### src/verilog/startup_consts.svh
// constants for the power-up mode selector
`ifndef STARTUP_CONSTS_SVH
`define STARTUP_CONSTS_SVH

// clock and i2c timing, times in ns
`define CLK_PERIOD_NS   40
`define I2C_QUARTER_NS  2500
// least time, rounded up to whole cycles
`define QUARTER_CYC     ((`I2C_QUARTER_NS + `CLK_PERIOD_NS - 1) / `CLK_PERIOD_NS)
`define QCNT_W          7

// eeprom bus addresses and start offset
`define EE_DEV_WR       8'hA0
`define EE_DEV_RD       8'hA1
`define EE_START_ADDR   8'h00

// signature words, first byte in the upper half
`define SIG_LEGACY      16'h4D4D
`define SIG_NORMAL      16'h534B

// vendor command sub-command codes
`define SUB_EEPROM_ACC  8'h26
`define SUB_BOARD_TEST  8'h27

// probe sequence steps
`define STEP_DEV_WR     3'h0
`define STEP_ADDR       3'h1
`define STEP_DEV_RD     3'h2
`define STEP_RD_HI      3'h3
`define STEP_RD_LO      3'h4

`endif

### src/verilog/startup_pkg.sv
// types shared by the power-up mode selector
package startup_pkg;

  // operating modes, one-hot
  typedef enum logic [3:0] {
    MODE_LEGACY = 4'h1,
    MODE_NORMAL = 4'h2,
    MODE_NOEE   = 4'h4,
    MODE_TEST   = 4'h8
  } mode_e;

  // probe sequencer states, one-hot
  typedef enum logic [5:0] {
    S_INIT  = 6'h01,
    S_START = 6'h02,
    S_BIT   = 6'h04,
    S_ACK   = 6'h08,
    S_STOP  = 6'h10,
    S_DONE  = 6'h20
  } state_e;

endpackage : startup_pkg

### src/verilog/startup_mode_select.sv
// power-up mode selector: eeprom probe, strap sample, vendor command gate
// Notes on behaviour
// - probe eeprom and sample ata reset strap before settling the mode
// - legacy signature found: legacy pinout and eeprom layout
// - normal signature found: descriptors from eeprom, normal operation
// - no eeprom answers: default ids, mode flagged not valid
// - eeprom with unknown signature: board manufacturing test mode
// - ata reset line low at power-up: board manufacturing test mode
// - normal mode: full bridge, descriptors from eeprom values
// - test mode: usb active, ata interface only partly active
// - test mode accepts eeprom access and board test vendor commands
// - eeprom access command recognised by byte 1 value 0x26
// - board test command: byte 1 value 0x27, bytes 2 to 15 zero
// - board test load keeps manufacturing test operation until hard reset
`timescale 1ns/1ps
`include "startup_consts.svh"

module startup_mode_select (
  input  wire logic         clk,                 // 25 MHz clock
  input  wire logic         sys_rst,             // async reset, high
  input  wire logic         scl_i,               // i2c clock pin level
  output logic              scl_o,               // i2c clock drive value
  output logic              scl_oe_n_q,          // low pulls clock low
  input  wire logic         sda_i,               // i2c data pin level
  output logic              sda_o,               // i2c data drive value
  output logic              sda_oe_n_q,          // low pulls data low
  input  wire logic         ata_reset_line_n,    // ata reset pin level
  input  wire logic         cb_valid,            // command block strobe
  input  wire logic         cb_dir_in,           // 1 read, 0 load
  input  wire logic [7:0]   cb_byte1,            // sub-command byte
  input  wire logic [111:0] cb_tail,             // bytes 2 to 15
  output startup_pkg::mode_e mode_q,             // selected mode
  output logic              mode_valid_q,        // mode is usable
  output logic              legacy_pinout_q,     // legacy pin/eeprom map
  output logic              desc_from_eeprom_q,  // descriptors from eeprom
  output logic              default_ids_q,       // built-in zero ids
  output logic              ata_full_q,          // ata fully active
  output logic              ata_partial_q,       // ata partly active
  output logic              usb_enum_en_q,       // enumeration allowed
  output logic [15:0]       signature_q,         // word read at start
  output logic              eeprom_access_block_q, // eeprom cmd pulse
  output logic              board_test_block_q,  // board test cmd pulse
  output logic              cb_reject_q,         // refused cmd pulse
  output logic              mfg_active_q         // manufacturing test held
);

  // clock line is never driven high; data driven low only
  assign scl_o = 1'b0;
  assign sda_o = 1'b0;

  // two-stage synchronisers for the sda and ata reset pins
  logic sda_m_q, sda_s_q, ata_m_q, ata_s_q;
  always_ff @(posedge clk or posedge sys_rst) begin
    if (sys_rst) begin
      sda_m_q <= 1'b1;
      sda_s_q <= 1'b1;
      ata_m_q <= 1'b1;
      ata_s_q <= 1'b1;
    end else begin
      sda_m_q <= sda_i;
      sda_s_q <= sda_m_q;
      ata_m_q <= ata_reset_line_n;
      ata_s_q <= ata_m_q;
    end
  end

  // probe sequencer state
  startup_pkg::state_e   state_q, state_d;
  logic [`QCNT_W-1:0]    cnt_q, cnt_d;
  logic [1:0]            ph_q, ph_d;
  logic [2:0]            bit_q, bit_d;
  logic [2:0]            step_q, step_d;
  logic [7:0]            shift_q, shift_d;
  logic [15:0]           sig_d;
  logic                  found_q, found_d;
  logic                  strap_q, strap_d;
  logic                  scl_oe_n_d, sda_oe_n_d;
  startup_pkg::mode_e    mode_d;
  logic                  done_d;
  logic                  tick, rd_step;

  assign tick    = (cnt_q == `QCNT_W'(`QUARTER_CYC - 1));
  assign rd_step = (step_q == `STEP_RD_HI) || (step_q == `STEP_RD_LO);

  // mode choice from strap, presence and signature
  function automatic startup_pkg::mode_e pick_mode(input logic strap_n,
                                                   input logic found,
                                                   input logic [15:0] sig);
    if (!strap_n)
      pick_mode = startup_pkg::MODE_TEST;
    else if (!found)
      pick_mode = startup_pkg::MODE_NOEE;
    else if (sig == `SIG_LEGACY)
      pick_mode = startup_pkg::MODE_LEGACY;
    else if (sig == `SIG_NORMAL)
      pick_mode = startup_pkg::MODE_NORMAL;
    else
      pick_mode = startup_pkg::MODE_TEST;
  endfunction : pick_mode

  // next state of the probe: start, bytes, acks, stop
  always_comb begin
    state_d    = state_q;
    cnt_d      = tick ? '0 : cnt_q + `QCNT_W'(1);
    ph_d       = tick ? ph_q + 2'd1 : ph_q;
    bit_d      = bit_q;
    step_d     = step_q;
    shift_d    = shift_q;
    sig_d      = signature_q;
    found_d    = found_q;
    strap_d    = strap_q;
    scl_oe_n_d = scl_oe_n_q;
    sda_oe_n_d = sda_oe_n_q;
    mode_d     = mode_q;
    done_d     = usb_enum_en_q;
    case (state_q)
      startup_pkg::S_INIT: begin
        ph_d = 2'd0;
        if (tick) begin
          strap_d = ata_s_q;
          shift_d = `EE_DEV_WR;
          state_d = startup_pkg::S_START;
        end
      end
      startup_pkg::S_START: begin
        if (tick) begin
          case (ph_q)
            2'd0: sda_oe_n_d = 1'b1;
            2'd1: scl_oe_n_d = 1'b1;
            2'd2: sda_oe_n_d = 1'b0;
            default: begin
              scl_oe_n_d = 1'b0;
              bit_d      = 3'd0;
              state_d    = startup_pkg::S_BIT;
            end
          endcase
        end
      end
      startup_pkg::S_BIT: begin
        if (tick) begin
          case (ph_q)
            2'd0: sda_oe_n_d = rd_step ? 1'b1 : shift_q[7];
            2'd1: scl_oe_n_d = 1'b1;
            2'd2: if (rd_step) shift_d = {shift_q[6:0], sda_s_q};
            default: begin
              scl_oe_n_d = 1'b0;
              if (!rd_step) shift_d = {shift_q[6:0], 1'b0};
              bit_d = bit_q + 3'd1;
              if (bit_q == 3'd7) state_d = startup_pkg::S_ACK;
            end
          endcase
        end
      end
      startup_pkg::S_ACK: begin
        if (tick) begin
          case (ph_q)
            2'd0: sda_oe_n_d = (step_q != `STEP_RD_HI);
            2'd1: scl_oe_n_d = 1'b1;
            2'd2: if (!rd_step && sda_s_q) found_d = 1'b0;
            default: begin
              scl_oe_n_d = 1'b0; // sda held; it moves only in phase 0
              step_d     = step_q + 3'd1;
              bit_d      = 3'd0;
              state_d    = startup_pkg::S_BIT;
              if (!found_q) begin
                state_d = startup_pkg::S_STOP;
              end else begin
                case (step_q)
                  `STEP_DEV_WR: shift_d = `EE_START_ADDR;
                  `STEP_ADDR: begin
                    shift_d = `EE_DEV_RD;
                    state_d = startup_pkg::S_START;
                  end
                  `STEP_RD_HI: sig_d[15:8] = shift_q;
                  `STEP_RD_LO: begin
                    sig_d[7:0] = shift_q;
                    state_d    = startup_pkg::S_STOP;
                  end
                  default: ;
                endcase
              end
            end
          endcase
        end
      end
      startup_pkg::S_STOP: begin
        if (tick) begin
          case (ph_q)
            2'd0: sda_oe_n_d = 1'b0;
            2'd1: scl_oe_n_d = 1'b1;
            2'd2: sda_oe_n_d = 1'b1;
            default: begin
              mode_d  = pick_mode(strap_q, found_q, signature_q);
              done_d  = 1'b1;
              state_d = startup_pkg::S_DONE;
            end
          endcase
        end
      end
      startup_pkg::S_DONE: begin
        cnt_d = '0;
        ph_d  = 2'd0;
      end
      default: state_d = startup_pkg::S_INIT;
    endcase
  end

  // vendor command gate, only in test mode
  logic acc_hit, test_hit, in_test;
  logic acc_d, test_d, rej_d, mfg_d;
  always_comb begin
    in_test  = usb_enum_en_q && (mode_q == startup_pkg::MODE_TEST);
    acc_hit  = (cb_byte1 == `SUB_EEPROM_ACC);
    test_hit = (cb_byte1 == `SUB_BOARD_TEST) && (cb_tail == '0);
    acc_d    = cb_valid && in_test && acc_hit;
    test_d   = cb_valid && in_test && test_hit;
    rej_d    = cb_valid && !(in_test && (acc_hit || test_hit));
    mfg_d    = mfg_active_q || (test_d && !cb_dir_in);
  end

  // registers of sequencer, decoded mode outputs and command gate
  always_ff @(posedge clk or posedge sys_rst) begin
    if (sys_rst) begin
      state_q               <= startup_pkg::S_INIT;
      cnt_q                 <= '0;
      ph_q                  <= 2'd0;
      bit_q                 <= 3'd0;
      step_q                <= `STEP_DEV_WR;
      shift_q               <= 8'h00;
      signature_q           <= 16'h0000;
      found_q               <= 1'b1;
      strap_q               <= 1'b1;
      scl_oe_n_q            <= 1'b1;
      sda_oe_n_q            <= 1'b1;
      mode_q                <= startup_pkg::MODE_NOEE;
      usb_enum_en_q         <= 1'b0;
      mode_valid_q          <= 1'b0;
      legacy_pinout_q       <= 1'b0;
      desc_from_eeprom_q    <= 1'b0;
      default_ids_q         <= 1'b0;
      ata_full_q            <= 1'b0;
      ata_partial_q         <= 1'b0;
      eeprom_access_block_q <= 1'b0;
      board_test_block_q    <= 1'b0;
      cb_reject_q           <= 1'b0;
      mfg_active_q          <= 1'b0;
    end else begin
      state_q               <= state_d;
      cnt_q                 <= cnt_d;
      ph_q                  <= ph_d;
      bit_q                 <= bit_d;
      step_q                <= step_d;
      shift_q               <= shift_d;
      signature_q           <= sig_d;
      found_q               <= found_d;
      strap_q               <= strap_d;
      scl_oe_n_q            <= scl_oe_n_d;
      sda_oe_n_q            <= sda_oe_n_d;
      mode_q                <= mode_d;
      usb_enum_en_q         <= done_d;
      mode_valid_q          <= done_d && (mode_d != startup_pkg::MODE_NOEE);
      legacy_pinout_q       <= done_d && (mode_d == startup_pkg::MODE_LEGACY);
      desc_from_eeprom_q    <= done_d && (mode_d == startup_pkg::MODE_NORMAL ||
                               mode_d == startup_pkg::MODE_LEGACY);
      default_ids_q         <= done_d && (mode_d == startup_pkg::MODE_NOEE);
      ata_full_q            <= done_d && (mode_d != startup_pkg::MODE_TEST);
      ata_partial_q         <= done_d &&
                               (mode_d == startup_pkg::MODE_TEST);
      eeprom_access_block_q <= acc_d;
      board_test_block_q    <= test_d;
      cb_reject_q           <= rej_d;
      mfg_active_q          <= mfg_d;
    end
  end

endmodule : startup_mode_select

### config.mk
export PLATFORM = sky130hd
export DESIGN_NAME = startup_mode_select
export DESIGN_NICKNAME = d
export VERILOG_FILES = /design/src/verilog/startup_pkg.sv /design/src/verilog/startup_mode_select.sv
export VERILOG_INCLUDE_DIRS = /design/src /design/src/verilog
export SDC_FILE = /design/constraint.sdc
export NUM_CORES = 1
export LEC_CHECK = 0
export ABC_CLOCK_PERIOD_IN_PS = 4300
export BUFFER_PORTS_ARGS = -buffer_cell sky130_fd_sc_hd__buf_4
export CELL_PAD_IN_SITES_DETAIL_PLACEMENT = 1
export CELL_PAD_IN_SITES_GLOBAL_PLACEMENT = 2
export CORE_MARGIN = 2
export CORE_UTILIZATION = 30
export DETAILED_ROUTE_END_ITERATION = 8
export PLACE_DENSITY = 0.85
export SYNTH_ARGS = -nofsm -noshare
export SYNTH_HDL_FRONTEND = slang
export SYNTH_SLANG_ARGS = --single-unit
### constraint.sdc
create_clock -name clk -period 4.3 [get_ports clk]
set_input_delay 0 -clock clk [delete_from_list [all_inputs] [get_ports clk]]
set_output_delay 0 -clock clk [all_outputs]
set_load 0.02 [all_outputs]
# --- Word level (Yosys, flattened, before mapping) ---
# Cells that the tools add are included.
totals:
  reg_bits: 68
  latchBits: 0
  mem_bits_rw: 0
  rom_bits: 0
  inputBits: 127
  output_inout_bits: 35
  word_cells: 186
  n_memories: 0
classes:
  n_addsub: 4
  mul: 0
  n_div: 0
  order_cmp: 0
  n_eq_ne: 49
  shifts: 0
  n_mux: 57
  bitwise: 2
  reduce_logical: 46
op_table:
  columns: ["operator", "count"]
  rows:
  - ["$logic_not 112->1", 1]
  - ["$mux 6", 10]
  - ["$mux 8", 7]
  - ["$pmux 6 s6", 1]
  - ["$ne 2x2->1 const B", 17]
  - ["$eq 16x15->1 const B", 2]
  - ["$pmux 8 s2", 2]
  - ["$mux 4", 7]
  - ["$pmux 8 s3", 1]
  - ["$reduce_and 5->1", 4]
  - ["$eq 8x6->1 const B", 2]
  - ["$logic_and 1x1->1", 15]
  - ["$mux 7", 2]
  - ["$mux 1", 13]
  - ["$mux 3", 4]
  - ["$ne 3x3->1 const B", 4]
  - ["$reduce_and 11->1", 1]
  - ["$pmux 5 s2", 1]
  - ["$reduce_and 10->1", 1]
  - ["$reduce_and 9->1", 1]
  - ["$eq 4x4->1 const B", 2]
  - ["$pmux 1 s2", 4]
  - ["$reduce_or 2->1", 4]
  - ["$add 7x1->7 const B", 1]
  - ["other kinds (38)", 51]

# --- Logic depth before layout (Yosys ltp) ---
logic_depth:
  ltp_word: 11
  mapped_depth: 9
  ltp_nobuf: 8

# --- Least setup slack after synthesis ---
# No wires, ideal clock.
synth_path:
  path_kind: "reg-to-reg"
  startpoint: "register step_q[0]"
  endpoint: "register shift_q[0]"
  setup_time_ns: 0.125
  t_arrival_ns: 2.112
  required_time_ns: 4.175
  path_slack_ns: 2.063
  path_stages_with_launch: 10
  n_path_buf: 1
  period_less_slack_ns: 2.237
  path_cell_list: "dfrtp_1 ha_1 ha_1 a21oi_1 xor2_1 a21o_1 a211oi_2 or2_1 buf_4 mux2_4"
synth_via:
  elab_chain_len: 6
  word_cells_on_any_way: 14
  classes_between: "eq/ne (6); mux (5); reduce/logical (3)"
synth_lines:
  columns: ["element", "line_no", "text"]
  rows:
  - ["start, declared", "startup_mode_select.sv:72", "logic [2:0] step_q, step_d;"]
  - ["start signal, assigned", "startup_mode_select.sv:228", "step_q <= `STEP_DEV_WR;"]
  - ["start signal, assigned", "startup_mode_select.sv:252", "step_q <= step_d;"]
  - ["$eq 3x1->1 or $logic_not 3->1 (tied branches)", "startup_mode_select.sv:168", "case (step_q)"]
  - ["$pmux 8 s2", "startup_mode_select.sv:168", null]
  - ["$mux 8", "startup_mode_select.sv:165", "if (!found_q) begin"]
  - ["$mux 8", "startup_mode_select.sv:156", "case (ph_q)"]
  - ["$mux 8", "startup_mode_select.sv:155", "if (tick) begin"]
  - ["$pmux 8 s3", "startup_mode_select.sv:116", "case (state_q)"]
  - ["end signal, assigned", "startup_mode_select.sv:253", "shift_q <= shift_d;"]
  - ["end, declared", "startup_mode_select.sv:73", "logic [7:0] shift_q, shift_d;"]
# Several ways; a longest one is shown, not always the timed one. The select of a mux whose other input is x is not followed.
# A chain may end at the register's enable or synchronous reset.

# --- Worst setup path after layout ---
layout_path:
  startpoint: "register step_q[0]"
  endpoint: "register shift_q[5]"
# Same word-level chain as after synthesis.

==> results_dict.tcl <==
set metrics [dict create \
    tightest_slew_ns 0.8401 \
    rsz0062_at_grt "no" \
    synth_seq_cells 68 \
    grt_pass1_vias 3737 \
    p_leak_nw 2.504 \
    synthFlopType "dfrtp_1" \
    routabilityCongestion 0.8911 \
    drcViolationCount 0 \
    fp.coreArea_um2 12010 \
    power_density_nw_per_um2 284.4 \
    fin_tns_setup_ns 0 \
    rows 40 \
    timing.final.ws_setup_ns 1.610 \
    hold_viol_final 0 \
    viasPerCell 5.068 \
    ys_types 68 \
    fin_crit_ns 2.690 \
    yosys.area_share.adder_pct 4.060 \
    wl_per_cell_um 17.88 \
    fin_crit_sh_pct 62.57 \
    synth_compound_area_share_pct 9.337 \
    slowest_delay_ns 0.41 \
    fp.dieW_um 115.0 \
    drive_gt1_share_pct 41.70 \
    syn-mean-instance-area_um2 10.69 \
    path_class "reg2reg" \
    grt_max_degree 69 \
    hold_path.class "in2reg" \
    pre_cts_ws_ns 1.629 \
    cts_buffers 9 \
    root_buffer "clkbuf_16" \
    skew_ns 0.007144 \
    crit_arrival_ns 2.91 \
    path_cells "ha_1 -> ha_1 -> a21oi_1 -> xor2_1 -> a21o_1 -> a211oi_2 -> or2_1 -> mux2_4" \
    vias 3370 \
    drt-total-wl_um 11890 \
    slew_viol_final 0 \
    drt_iter0_markers 90 \
    synth_edf_count 0 \
    final_common_cell "buf_4" \
    async_flop_share_pct 100.0 \
    cts.sinks 68 \
    final_nets 652 \
    fill_cells 1366 \
    fmax_ghz 0.3717 \
    endpoint_kind "register" \
    grt_overflow 0 \
    synth_top_family_by_area "simple AND/OR/NAND/NOR gates" \
    numPortBuffers 158 \
    drt_pass1_iterations 4 \
    hpwl_um 9425 \
    ir_drop_uv 152.9 \
    clockBufferDepth 2 \
    synthMuxAreaShare_pct 9.100 \
    die_h_um 115.0 \
    final_cell_mix "buf_4 (159), dfrtp_1 (58), nor4_1 (30), nor2_1 (29), nand2_1 (24)" \
    slew_headroom_pct 43.99 \
    antenna_found_initial 0 \
    grt_use_total_pct 19.08 \
    dieArea_um2 13230 \
    critPathMaxFanout 8 \
    fin_cells 665 \
    ant_nets 0 \
    htreeDepth 3 \
    yosys.area_share.simple_pct 24.80 \
    setup_viol 0 \
    clock_latency_ns 0.33 \
    cp.required_ns 4.52 \
    worstSetupStartpointType "register" \
    area_growth_pct 45.47 \
    placed_cells_incl_taps 641 \
    ys.warnings.count 0 \
    yosysSeqAreaShare_pct 46.35 \
    synthXorXnorAreaFrac_pct 2.368 \
    maxCapViolations 0 \
    n_antenna_cell 0 \
    path_clk_slew_ns 0.06 \
    start_util_pct 30.79 \
    post_cts_buffers 0 \
    grt_pass1_wl_um 19780 \
    syn_inst 346 \
    holdWs_ns 0.02980 \
    cts_tree "yes" \
    io_pins 162 \
    netlist_area_um2 3699 \
    path_common_cell "ha_1" \
    outcome "complete, no violations" \
    slowest_stage "a211oi_2" \
]
[cell usage after synthesis, types with 3 or more instances]
master	count	area, µm²
a21oi_1	8	40.04
buf_2	4	20.02
buf_4	4	30.03
buf_6	3	33.78
dfrtp_1	58	1451
dfstp_2	10	262.8
ha_1	12	150.1
inv_1	14	52.55
mux2_1	19	214.0
mux2_2	4	45.04
mux2_4	3	45.04
nand2_1	24	90.09
nand3_1	10	50.05
nand3b_1	3	22.52
nand4_1	8	50.05
nand4b_1	3	26.28
nor2_1	29	108.9
nor2b_1	3	18.77
nor3_1	6	30.03
nor4_1	30	187.7
nor4b_1	3	26.28
o21ai_0	11	55.05
o21ai_1	6	30.03
o22ai_2	3	37.54
o31ai_1	3	22.52
xnor2_1	4	35.03
xor2_1	6	52.55
[cell families after synthesis]
kind of cell,Yosys count
other,1
xor gates and xnor gates,10
buffers and inverters,27
adders and majority gates,12
AOI/OAI and AO/OA,50
and+or+nand+nor,150
muxes,28
DFF,68
[metrics by stage]
step | total power, W | area, µm² | utilization, %
finish | 0.001530 | 5380 | 44.79
global route | 0.001584 | 5380 | 44.79
detailed placement | 0.0007704 | 4992 | 41.56
floorplan | 0.0006750 | 3702 | -
CTS | 0.001549 | 5380 | 44.79
global placement | 0.0007673 | 4992 | 41.56
[power breakdown]
| group | leakage [nW] | switching [W] | internal (W) |
|---|---|---|---|
| combinational | 1.47 | 0.0000376 | 0.0000796 |
| clock | 0.145 | 0.000309 | 0.000459 |
| sequential | 0.893 | 0.00000106 | 0.000644 |
| total | 2.50 | 0.000347 | 0.00118 |
[final timing paths]
path,startpoint,end,slack [ns],cells after the start
setup / recovery,step_q[0],shift_q[5],1.61,8
hold / removal,cb_byte1[6],board_test_block_q,0.03,4
setup reg to reg,step_q[0],shift_q[5],1.61,8
hold reg to reg,sda_m_q,sda_s_q,0.36,0
max in group asynchronous,sys_rst,state_q[2],3.25,4
min in group asynchronous,sys_rst,signature_q[4],0.47,4
[cell type report]
class	count	area [µm²]	share of cell area (%)
clock inverters	7	82.58	1.535
multi-input cells	252	1844	34.28
repair buffers	167	1274	23.67
clock buffers	9	225.2	4.186
inverters	15	56.30	1.047
flip-flops and latches	68	1714	31.86
well taps	147	183.9	3.419
[sequential cells by signal (all words and copies together), names as in the netlist, 2 cells and up]
name	count
bit_q	3
step_q	3
ph_q	2
mode_q	4
cnt_q	7
shift_q	8
signature_q	16
state_q	6
[worst max-delay path, delay by kind of cell (launching register included)]
| kind | cells | cell delay [ns] |
|---|---|---|
| flops | 1 | 0.40 |
| fa+ha+maj | 2 | 0.44 |
| xor+xnor | 1 | 0.11 |
| mux | 1 | 0.33 |
| compound gates | 3 | 0.90 |
| simple gates | 1 | 0.38 |
[metal layers]
metal,track usage (%),routed length (µm)
met1,24.98,5225
met2,31.96,5910
met3,3.848,556
met4,5.703,196
met5,0,0
[repair_timing]
action,4_1_cts,5_1_grt
endpoints found under the setup margin,0,0
hold endpoints to repair,64,0
hold buffers,8,0
gates resized for setup,0,0
Note: power is estimated with default switching activity, not from simulation.
